### src/inc/acs_pkg.sv
// Purpose: constants for the acquisition control and status register
// Assumes: 125 MHz logic clock, 16-bit register port with word addresses
// Notes: sync times are in milliseconds, cycle counts derive from them
package acs_pkg;

  localparam int CLK_KHZ = 125000;

  // register map, word address on the card's register port
  localparam logic [7:0] ADDR_CARD_CONTROL_STATUS = 8'h02;
  localparam logic [15:0] CARD_CONTROL_STATUS_RESET = 16'h0000;

  // field positions
  localparam int BIT_MASTER = 15;
  localparam int BIT_CABLE = 14;
  localparam int BIT_ENDED = 13;
  localparam int BIT_STATE_HI = 12;
  localparam int BIT_STATE_LO = 10;
  localparam int BIT_FIFO_AF = 9;
  localparam int BIT_ERROR = 8;
  localparam int BIT_MODE_HI = 7;
  localparam int BIT_MODE_LO = 6;
  localparam int BIT_SKIP = 5;
  localparam int BIT_SYNC_SEL = 4;
  localparam int BIT_SYNC_NEED = 3;
  localparam int BIT_LONG_SYNC = 2;
  localparam int BIT_ARM = 1;
  localparam int BIT_SOFT_RESET = 0;

  // synchronisation lengths as printed, then in clock cycles
  localparam int SYNC_SHORT_MS = 950;
  localparam int SYNC_LONG_MS = 8200;
  localparam int SYNC_SHORT_CYCLES = SYNC_SHORT_MS * CLK_KHZ;
  localparam int SYNC_LONG_CYCLES = SYNC_LONG_MS * CLK_KHZ;
  localparam int SYNC_CNT_W = 30;

  // converter alignment and soft reset lengths
  localparam int CONV_SYNC_CYCLES = 16;
  localparam int SOFT_RESET_CYCLES = 8;
  localparam int SOFT_RESET_CNT_W = 4;

  typedef enum logic [2:0] {
    state_idle = 3'b000,
    state_freq_sync = 3'b001,
    state_converter_sync = 3'b010,
    state_armed = 3'b011,
    state_await_trigger = 3'b100,
    state_acquiring = 3'b101
  } acs_state_t;

endpackage

### src/hdl/acs_soft_reset.sv
// Purpose: stretches a soft reset request into a fixed busy window
// Assumes: start is a one-cycle pulse from a register write
// Notes: a start while busy restarts nothing; the window simply runs out
`timescale 1ns/100ps
module acs_soft_reset
  import acs_pkg::*;
(
  input wire logic clock,
  input wire logic rst_n,
  input wire logic start,
  output logic busy
);

  logic [SOFT_RESET_CNT_W-1:0] count;
  wire last = (count == SOFT_RESET_CNT_W'(SOFT_RESET_CYCLES - 1));

  always_ff @(posedge clock or negedge rst_n) begin
    if (!rst_n) begin
      busy <= 1'b0;
      count <= '0;
    end else if (!busy) begin
      busy <= start;
      count <= '0;
    end else begin
      busy <= !last;
      count <= count + SOFT_RESET_CNT_W'(1);
    end
  end

endmodule

### src/hdl/acs_control_status.sv
// Purpose: card control and status register with the main sequencer
// Assumes: register port and pins are synchronous to clock
// Notes: long sync counts are parameters so simulation can shorten them
`timescale 1ns/100ps
// Operation
// - master role makes the sync on this card itself; trigger and done still come in as inputs
// - bit 14 shows cable detection and holds steady in normal operation
// - bit 13 sets on normal end or skip, never on error end
// - the arming command clears the acquisition-ended bit
// - bits 12:10 show the main sequencer state code
// - bit 9 mirrors the sample FIFO almost-full flag
// - bit 8 shows the common error flag from the error register
// - bits 7:6 return the present levels of the two mode pins
// - writing 1 to bit 5 ends acquisition as a non-error end
// - master makes sync itself; slave takes sync from bit 4's source
// - bit 3 chooses launch with or without a synchronisation phase
// - bit 2 on a master lengthens sync from about 950 to 8200 ms
// - writing 1 to bit 1 arms, leaving idle; writing 0 does nothing
// - writing 1 to bit 0 resets acquisition logic, registers kept
// - bit 0 reads 1 while soft reset runs, 0 when card ready
// - the register sits at word address 2, byte 0x04, read and write
module acs_control_status
  import acs_pkg::*;
#(
  parameter int SYNC_SHORT = SYNC_SHORT_CYCLES,
  parameter int SYNC_LONG = SYNC_LONG_CYCLES
) (
  input wire logic clock,
  input wire logic rst_n,
  input wire logic [7:0] reg_addr,
  input wire logic reg_write,
  input wire logic reg_read,
  input wire logic [15:0] reg_wdata,
  output logic [15:0] reg_rdata,
  input wire logic serial_cable_detected,
  input wire logic fifo_almost_full,
  input wire logic error_flag,
  input wire logic [1:0] mode_pins,
  input wire logic backplane_trigger_in_b,
  input wire logic front_trigger_in_2,
  input wire logic acquisition_trigger,
  input wire logic acquisition_done,
  input wire logic acquisition_error,
  output logic master_role,
  output logic sync_out,
  output logic converter_sync,
  output logic acquiring,
  output logic acquisition_reset,
  output logic [2:0] main_state_code
);

  logic sync_select;
  logic sync_need;
  logic long_sync;
  logic acquisition_ended;
  logic cable_latched;
  logic cable_taken;
  logic ext_sync_prev;
  logic soft_busy;
  logic [SYNC_CNT_W-1:0] count;
  acs_state_t state;
  acs_state_t next_state;
  acs_state_t launch_state;

  function automatic logic [SYNC_CNT_W-1:0] to_cnt(input int value);
    to_cnt = SYNC_CNT_W'(value - 1);
  endfunction

  wire hit = (reg_addr == ADDR_CARD_CONTROL_STATUS);
  wire wr = reg_write && hit;
  wire arm_cmd = wr && reg_wdata[BIT_ARM];
  wire skip_cmd = wr && reg_wdata[BIT_SKIP];
  wire soft_start = wr && reg_wdata[BIT_SOFT_RESET];

  // a write that arms brings the mode it arms with
  wire need_now = wr ? reg_wdata[BIT_SYNC_NEED] : sync_need;
  wire role_now = wr ? reg_wdata[BIT_MASTER] : master_role;
  assign launch_state = need_now ? state_freq_sync : state_armed;

  // slave sync comes from the chosen external line
  wire ext_sync = sync_select ? front_trigger_in_2
                              : backplane_trigger_in_b;
  wire ext_sync_rise = ext_sync && !ext_sync_prev;

  // master counts its own sync window; longer window when long_sync is asked
  wire [SYNC_CNT_W-1:0] sync_last = long_sync ? to_cnt(SYNC_LONG)
                                              : to_cnt(SYNC_SHORT);
  wire master_sync_done = (count == sync_last);
  wire sync_done = master_role ? master_sync_done : ext_sync_rise;
  wire conv_done = (count == to_cnt(CONV_SYNC_CYCLES));

  // normal end or skip while active; error end does not count
  wire running = (state != state_idle);
  wire normal_end = (state == state_acquiring) && acquisition_done
                    && !acquisition_error;
  wire skip_end = skip_cmd && running;
  wire set_ended = (normal_end || skip_end) && !soft_busy;

  wire [15:0] status_word = {
    master_role,
    cable_latched,
    acquisition_ended,
    state,
    fifo_almost_full,
    error_flag,
    mode_pins,
    1'b0,
    sync_select,
    sync_need,
    long_sync,
    1'b0,
    soft_busy
  };

  always_comb begin
    next_state = state;
    case (state)
      state_idle: begin
        if (arm_cmd) begin
          next_state = launch_state;
        end
      end
      state_freq_sync: begin
        if (sync_done) begin
          next_state = state_converter_sync;
        end
      end
      state_converter_sync: begin
        if (conv_done) begin
          next_state = state_armed;
        end
      end
      state_armed: begin
        next_state = state_await_trigger;
      end
      state_await_trigger: begin
        if (acquisition_trigger) begin
          next_state = state_acquiring;
        end
      end
      state_acquiring: begin
        if (acquisition_done || acquisition_error) begin
          next_state = state_idle;
        end
      end
      default: begin
        next_state = state_idle;
      end
    endcase
    if (skip_cmd || soft_busy) begin
      next_state = state_idle;
    end
  end

  acs_soft_reset u_soft_reset (
    .clock(clock),
    .rst_n(rst_n),
    .start(soft_start),
    .busy(soft_busy)
  );

  // writable control fields; soft reset leaves them alone
  always_ff @(posedge clock or negedge rst_n) begin
    if (!rst_n) begin
      master_role <= CARD_CONTROL_STATUS_RESET[BIT_MASTER];
    end else if (wr) begin
      master_role <= reg_wdata[BIT_MASTER];
    end
  end

  always_ff @(posedge clock or negedge rst_n) begin
    if (!rst_n) begin
      sync_select <= CARD_CONTROL_STATUS_RESET[BIT_SYNC_SEL];
    end else if (wr) begin
      sync_select <= reg_wdata[BIT_SYNC_SEL];
    end
  end

  always_ff @(posedge clock or negedge rst_n) begin
    if (!rst_n) begin
      sync_need <= CARD_CONTROL_STATUS_RESET[BIT_SYNC_NEED];
    end else if (wr) begin
      sync_need <= reg_wdata[BIT_SYNC_NEED];
    end
  end

  always_ff @(posedge clock or negedge rst_n) begin
    if (!rst_n) begin
      long_sync <= CARD_CONTROL_STATUS_RESET[BIT_LONG_SYNC];
    end else if (wr) begin
      long_sync <= reg_wdata[BIT_LONG_SYNC];
    end
  end

  // ended flag: set wins over the arming clear
  always_ff @(posedge clock or negedge rst_n) begin
    if (!rst_n) begin
      acquisition_ended <= CARD_CONTROL_STATUS_RESET[BIT_ENDED];
    end else if (set_ended) begin
      acquisition_ended <= 1'b1;
    end else if (arm_cmd) begin
      acquisition_ended <= 1'b0;
    end
  end

  // cable level caught once after reset release, then held
  always_ff @(posedge clock or negedge rst_n) begin
    if (!rst_n) begin
      cable_taken <= 1'b0;
    end else begin
      cable_taken <= 1'b1;
    end
  end

  // a cable plugged later is not seen until the next reset
  always_ff @(posedge clock or negedge rst_n) begin
    if (!rst_n) begin
      cable_latched <= 1'b0;
    end else if (!cable_taken) begin
      cable_latched <= serial_cable_detected;
    end
  end

  always_ff @(posedge clock or negedge rst_n) begin
    if (!rst_n) begin
      state <= state_idle;
    end else begin
      state <= next_state;
    end
  end

  // one counter serves both sync phases; cleared on every state change
  always_ff @(posedge clock or negedge rst_n) begin
    if (!rst_n) begin
      count <= '0;
    end else if (next_state != state) begin
      count <= '0;
    end else if (running) begin
      count <= count + SYNC_CNT_W'(1);
    end
  end

  always_ff @(posedge clock or negedge rst_n) begin
    if (!rst_n) begin
      ext_sync_prev <= 1'b0;
    end else begin
      ext_sync_prev <= ext_sync;
    end
  end

  // derived outputs, one flop each
  always_ff @(posedge clock or negedge rst_n) begin
    if (!rst_n) begin
      sync_out <= 1'b0;
    end else begin
      sync_out <= role_now && (next_state == state_freq_sync);
    end
  end

  always_ff @(posedge clock or negedge rst_n) begin
    if (!rst_n) begin
      converter_sync <= 1'b0;
    end else begin
      converter_sync <= (next_state == state_converter_sync);
    end
  end

  always_ff @(posedge clock or negedge rst_n) begin
    if (!rst_n) begin
      acquiring <= 1'b0;
    end else begin
      acquiring <= (next_state == state_acquiring);
    end
  end

  always_ff @(posedge clock or negedge rst_n) begin
    if (!rst_n) begin
      acquisition_reset <= 1'b0;
    end else begin
      acquisition_reset <= soft_busy;
    end
  end

  always_ff @(posedge clock or negedge rst_n) begin
    if (!rst_n) begin
      main_state_code <= state_idle;
    end else begin
      main_state_code <= next_state;
    end
  end

  // read data: the live status word, zero off the map
  always_ff @(posedge clock or negedge rst_n) begin
    if (!rst_n) begin
      reg_rdata <= 16'h0000;
    end else if (reg_read) begin
      reg_rdata <= hit ? status_word : 16'h0000;
    end
  end

endmodule

### config.mk
export PLATFORM = sky130hd
export DESIGN_NAME = acs_control_status
export DESIGN_NICKNAME = d
export VERILOG_FILES = /design/src/inc/acs_pkg.sv /design/src/hdl/acs_soft_reset.sv /design/src/hdl/acs_control_status.sv
export SDC_FILE = /design/constraint.sdc
export NUM_CORES = 1
export LEC_CHECK = 0
export ABC_AREA = 1
export BUFFER_PORTS_ARGS = -buffer_cell sky130_fd_sc_hd__buf_2
export CAP_MARGIN = 20
export CORE_MARGIN = 2
export CORE_UTILIZATION = 56
export CTS_CLUSTER_SIZE = 40
export DETAILED_ROUTE_END_ITERATION = 8
export PLACE_DENSITY = 0.8
export SETUP_SLACK_MARGIN = 0.02
export SYNTH_ARGS = -nofsm -noshare
export SYNTH_HDL_FRONTEND = slang
export SYNTH_SLANG_ARGS = --single-unit
### constraint.sdc
create_clock -name clock -period 2.22 [get_ports clock]
set_clock_uncertainty 0.1 [all_clocks]
set_input_delay 0.222 -clock clock [delete_from_list [all_inputs] [get_ports clock]]
set_output_delay 0.222 -clock clock [all_outputs]
set_load 0.005 [all_outputs]
==> results.yml, run 1 <==
sta:
  drv_slew: 0
  timing.final.hold_violations: 0
  fin_crit_ns: 2.07
  fin_setup_tns_ns: 0
  rsz0062_at_grt: "false"
  fin_crit_sh_pct: 93.0
  setup_viol: 0
  max_freq_ghz: 0.484
placed_design:
  dp_hpwl_mm: 5.96
  finalWeightedCongestion: 0.884
  numPortBuffers: 50
  dpl_cell_area_mm2: 0.00409
  post-place-cells: 574
logic_synthesis:
  synth.mux.area_fraction_pct: 0.581
  syn_avg_cell_area_um2: 8.27
  synth_top_area_share_pct: 43.7
  yosys.area_share.simple_pct: 34.6
  synth_top_family_by_area: "simple AND/OR/NAND/NOR gates"
  yosysSeqAreaShare_pct: 43.7
  synth_seq_cells: 64
  ys.warnings.count: 0
  syn_inst: 443
  yosys.area.top_type: "dfrtp_1"
  synth_edf_count: 0
  synthFlopType: "dfrtp_1"
  synth.distinct_cells: 37
  synth.area.top_cells: "dfrtp_1 (44%), nand2_1 (8.9%), nor3_2 (8.5%)"
  synth_area_mm2: 0.00366
  synthAdderAreaFrac_pct: 0.683
  async_reset_ff_share_pct: 100
  synth_compound_gate_area_share_pct: 3.65
  synthXorXnorAreaFrac_pct: 6.45
power:
  pwr-share-seq_pct: 31.4
  clkPwrFrac_pct: 23.8
  p_per_area_mw_per_mm2: 941
  p_leak_nw: 2.10
  internal_power_mw: 2.51
  finalPower_mw: 4.20
  combPwrFrac_pct: 44.9
  ir_worst_vdd_v: 0.00147
  switchingPower_mw: 1.70
  sw_frac_of_total_pct: 40.4
setup_path:
  cp-start-kind: "register"
  critical_path_arrival_ns: 2.23
  rrSetupSlack_ns: 0.15
  cp_data_required_time_ns: 2.39
  r2r-start: "count[25]"
  r2r_end: "count[19]"
  cp-end-kind: "register"
  rr_worst_depth: 14
  path_class: "reg -> reg"
  crit_fanout: 7
hold_path:
  hold_end: "reg_rdata[6]"
  holdCritStartpoint: "mode_pins[0]"
  min_path_cells: 3
  worstHoldPathType: "in -> reg"
final_layout:
  drive_above_1_share_pct: 29.4
  fin_nets: 563
  syn_to_final_growth_pct: 21.9
  antennaDiodeCount: 0
  postLayoutCellArea_mm2: 0.00446
  final_cell_mix: "nand2_1 (86), inv_1 (65), dfrtp_1 (58)"
  stdcell_count: 605
  final_common_cell: "nand2_1"
clocking:
  cts.sinks: 64
  cts_max_level: 3
  path_clk_slew_ns: 0.07
  cts_root_buffer: "clkbuf_8"
  clkLatencyLatePin_ns: 0.35
  cts_tree: "yes"
  cts_buffers: 9
  clk_path_buf_depth: 2
floorplan:
  dieArea_mm2: 0.00720
  die-height_um: 84.9
  initial_core_util_pct: 57.7
  core_mm2: 0.00635
  die_x_um: 84.9
  ioPinCount: 62
  rows: 29
outcome:
  status: "complete, no violations"
routing:
  via_per_inst: 5.32
  wl_met1_mm: 3.60
  wl_met3_um: 449
  antenna_left: 0
  route.detailed.drc: 0
  post_drt_wl_per_cell_um: 14.3
  num_vias: 3217
  route.met2.wl_mm: 4.43
  top_layer_used: "met4"
  dr.pass1.iters: 5
  drt_wl_total_mm: 8.63
  drt_iter0_markers: 224
global_route:
  grt_util_all_layers_pct: 25.4
  grt_start_max_net_pins: 65
  antenna_found_initial: 0
  grt_pass1_wl_mm: 14.5
  grt_pass1_vias: 3145
  grt_overflow_total: 0
job:
  drv_cap: 0
[state kept, by name (all words and copies together), names as in the netlist]
register and flops:
converter_sync 1, cable_taken 1, u_soft_reset.count 4, u_soft_reset.busy 1
sync_out 1, sync_need 1, cable_latched 1, count 30
reg_rdata 14, acquiring 1, acquisition_ended 1, sync_select 1
main_state_code 3, long_sync 1, acquisition_reset 1, master_role 1
ext_sync_prev 1
[power by group through the flow]
stage	combinational, mW	sequential (mW)	clock (mW)
finish	1.89	1.32	0.999
CTS	1.60	1.31	1.01
floorplan	1.18	1.30	0
global route	2.03	1.32	1.06
detailed placement	1.56	1.33	0
global placement	1.52	1.33	0
[final cells by class]
class	instances	area, um^2
clock inverters	7	72.6
inverters	69	264
repair buffers	82	578
flip-flops and latches	64	1610
multi-input cells	297	1720
fillers	491	1890
clock buffers	9	124
well taps	77	96.3
[logic make-up after synthesis]
group / after synthesis
mux: 2
xor+xnor: 27
flops: 64
compound gates: 24
fa+ha+maj: 2
buf+inv: 83
simple gates: 239
other cells: 2
[synthesized netlist by cell type (2+ instances only)]
library cell / instances
a21oi_1: 2
buf_4: 2
buf_6: 6
clkbuf_1: 5
conb_1: 2
dfrtp_1: 64
ha_1: 2
inv_1: 65
inv_2: 2
nand2_1: 87
nand2_2: 6
nand3_1: 35
nand3_2: 3
nand4_1: 9
nor2_1: 49
nor2_2: 3
nor2_4: 2
nor3_1: 7
nor3_2: 31
nor4_1: 2
o211ai_1: 2
o21ai_0: 17
xnor2_1: 4
xor2_1: 23
[metal layers]
metal,global-route usage (%),vias to the layer above
met5,0,-
met3,5.45,14
met4,9.24,0
li1,-,1555
met2,42.7,100
met1,32.6,1548
[critical path: stages, from the launching register on]
cell and delay [ns]:
dfrtp_2 0.46, inv_1 0.11, nand2_1 0.06, nor2_1 0.19, nand2_1 0.08, nand2_1 0.09
nand3_2 0.09, nand2_1 0.07, nand2_1 0.06, nand2_2 0.08, nand2_2 0.06, nand2_2 0.08
nand3_4 0.14, buf_12 0.19, nor3_2 0.12
[worst max-delay path by stage]
stage	from	to	slack (ns)	depth (start not counted)
floorplan	count[1]	count[0]	0.43	14
global placement	count[1]	count[27]	0.11	14
detailed placement	count[1]	count[14]	0.02	14
CTS	count[1]	count[7]	0.07	14
global route	count[25]	count[6]	0.007	14
finish	count[25]	count[19]	0.15	14
[timing repair]
action / CTS / global route
gates cloned: 0 / 1
buffers inserted: 0 / 6
hold buffers: 8 / 0
setup endpoints to repair: 5 / 30
pin swaps: 0 / 3
gates resized for setup: 1 / 12
endpoints found under the hold margin: 71 / 0
[through the flow]
stage	util [%]	setup slack (ns)	hold slack [ns]
2_1_floorplan	-	0.435	-0.174
3_3_place_gp	64.3	0.106	0.162
3_5_place_dp	64.3	0.0192	0.164
4_1_cts	68.8	0.0689	0.00644
5_1_grt	70.3	0.00653	0.0348
6_report	70.3	0.155	0.00888
No activity file was read; power rests on OpenSTA's default activity.
==> inputs of run 2 (changes only) <==
Settings changed: RECOVER_POWER set to 50.
==> results.yml, run 2 (synthesis results as in run 1) <==
outcome:
  status: "complete, no violations"
hold_path:
  hold_end: "reg_rdata[6]"
  holdCritStartpoint: "mode_pins[0]"
  worstHoldPathType: "in -> reg"
  min_path_cells: 3
setup_path:
  critical_path_arrival_ns: 2.24
  cp-end-kind: "register"
  cp-start-kind: "register"
  crit_fanout: 7
  rr_worst_depth: 14
  r2r_end: "count[6]"
  cp_data_required_time_ns: 2.39
  rrSetupSlack_ns: 0.15
  r2r-start: "count[25]"
  path_class: "reg -> reg"
routing:
  post_drt_wl_per_cell_um: 14.3
  drt_iter0_markers: 209
  dr.pass1.iters: 5
  num_vias: 3213
  antenna_left: 0
  drt_wl_total_mm: 8.66
  route.detailed.drc: 0
  via_per_inst: 5.31
placed_design:
  dp_slack_ns: 0.0192
  finalWeightedCongestion: 0.884
  numPortBuffers: 50
  post-place-cells: 574
  dp_hpwl_mm: 5.96
final_layout:
  fin_nets: 563
  top_register: "count"
  syn_to_final_growth_pct: 21.2
  antennaDiodeCount: 0
  top_regs: "count (30), reg_rdata (14), u_soft_reset.count (4)"
  num-fill-cells: 498
  final_common_cell: "nand2_1"
  drive_above_1_share_pct: 28.8
  largest_reg_flops: 30
  final_cell_mix: "nand2_1 (86), inv_1 (65), dfrtp_1 (58)"
  stdcell_count: 605
  final_util_pct: 69.9
sta:
  max_freq_ghz: 0.482
  fin_crit_ns: 2.07
  setup_viol: 0
  drv_slew: 0
  rsz0062_at_grt: "false"
  worst-slew-pin-transition_ns: 0.869
  timing.final.hold_violations: 0
  fin_crit_sh_pct: 93.4
  worst_slack_ns: 0.146
  fin_setup_tns_ns: 0
  relSlewSlack_pct: 42.1
clocking:
  path_clk_slew_ns: 0.07
  cts_max_level: 3
  cts.sinks: 64
  clkLatencyLatePin_ns: 0.35
  cts_tree: "yes"
  clk_path_buf_depth: 2
  cts_buffers: 9
  cts_root_buffer: "clkbuf_8"
floorplan:
  rows: 29
  ioPinCount: 62
  die-height_um: 84.9
  die_x_um: 84.9
  dieArea_mm2: 0.00720
  initial_core_util_pct: 57.7
  core_mm2: 0.00635
global_route:
  grt_pass1_vias: 3145
  grt_util_all_layers_pct: 25.4
  grt_start_max_net_pins: 65
  antenna_found_initial: 0
  grt_pass1_wl_mm: 14.5
  grt_overflow_total: 0
power:
  p_per_area_mw_per_mm2: 947
  p_leak_nw: 2.09
  ir_worst_vdd_v: 0.00149
  finalPower_mw: 4.20
job:
  drv_cap: 0
run 2: cell types whose count changed in the layout (fill, tap and decap cells not counted), sizes merged:
| cell | previous run | this run |
|---|---|---|
| clkbuf | 10 | 13 |
| buf | 73 | 70 |
run 2: worst max-delay path, stage by stage (launching register included):
cell and delay [ns]:
dfrtp_2 0.46, inv_1 0.12, nand2_1 0.07, nor2_1 0.20, nand2_1 0.08, nand2_1 0.09, nand3_2 0.09, nand2_1 0.07
nand2_1 0.06, nand2_2 0.08, nand2_2 0.06, nand2_2 0.08, nand3_4 0.14, clkbuf_16 0.22, nor3_2 0.09
run 2: report_power, final:
part | switching (mW) | internal (mW) | total, mW | leakage [nW]
Sequential | 0.0790 | 1.24 | 1.32 | 0.860
Combinational | 1.14 | 0.748 | 1.89 | 1.13
Clock | 0.481 | 0.517 | 0.998 | 0.0952
Total | 1.70 | 2.50 | 4.20 | 2.09
run 2: repair_timing:
| item | in CTS | in global routing |
|---|---|---|
| endpoints found under the setup margin | 5 | 30 |
| endpoints found under the hold margin | 71 | 0 |
| gates cloned | 0 | 1 |
| hold buffers | 8 | 0 |
| pin swaps | 0 | 3 |
| gates resized for setup | 1 | 12 |
| setup buffers | 0 | 6 |
run 2: area by class of cell:
cell class                 instances  area [um^2]  area share [%]
clock inverter                     7         72.6            1.63
multi-input combinational        297         1710            38.6
timing repair buffer              82          561            12.6
tap                               77         96.3            2.17
inverter                          69          264            5.95
clock buffer                       9          124            2.79
sequential                        64         1610            36.2
run 2: how the worst max path moves through the flow:
stage | end | startpoint | depth (start not counted) | slack [ns]
CTS | count[7] | count[1] | 14 | 0.07
global route | count[6] | count[25] | 14 | 0.007
global placement | count[27] | count[1] | 14 | 0.11
detailed placement | count[14] | count[1] | 14 | 0.02
finish | count[6] | count[25] | 14 | 0.15
floorplan | count[0] | count[1] | 14 | 0.43
run 2: metal layers:
| layer | share of wire, % | routed length, um | up-vias | global-route usage [%] |
|---|---|---|---|---|
| met5 | 0 | 0 | - | 0 |
| met2 | 51 | 4430 | 94 | 42.7 |
| met1 | 42 | 3670 | 1547 | 32.6 |
| met3 | 4.8 | 413 | 16 | 5.45 |
| met4 | 1.7 | 150 | 0 | 9.24 |
| li1 | - | - | 1556 | - |
run 2: metrics by stage:
step	instance area, um^2	hold slack, ns
floorplan	3670	-0.174
global placement	4090	0.162
detailed placement	4090	0.164
CTS	4370	0.00644
global route	4440	0.0348
finish	4440	0.00693
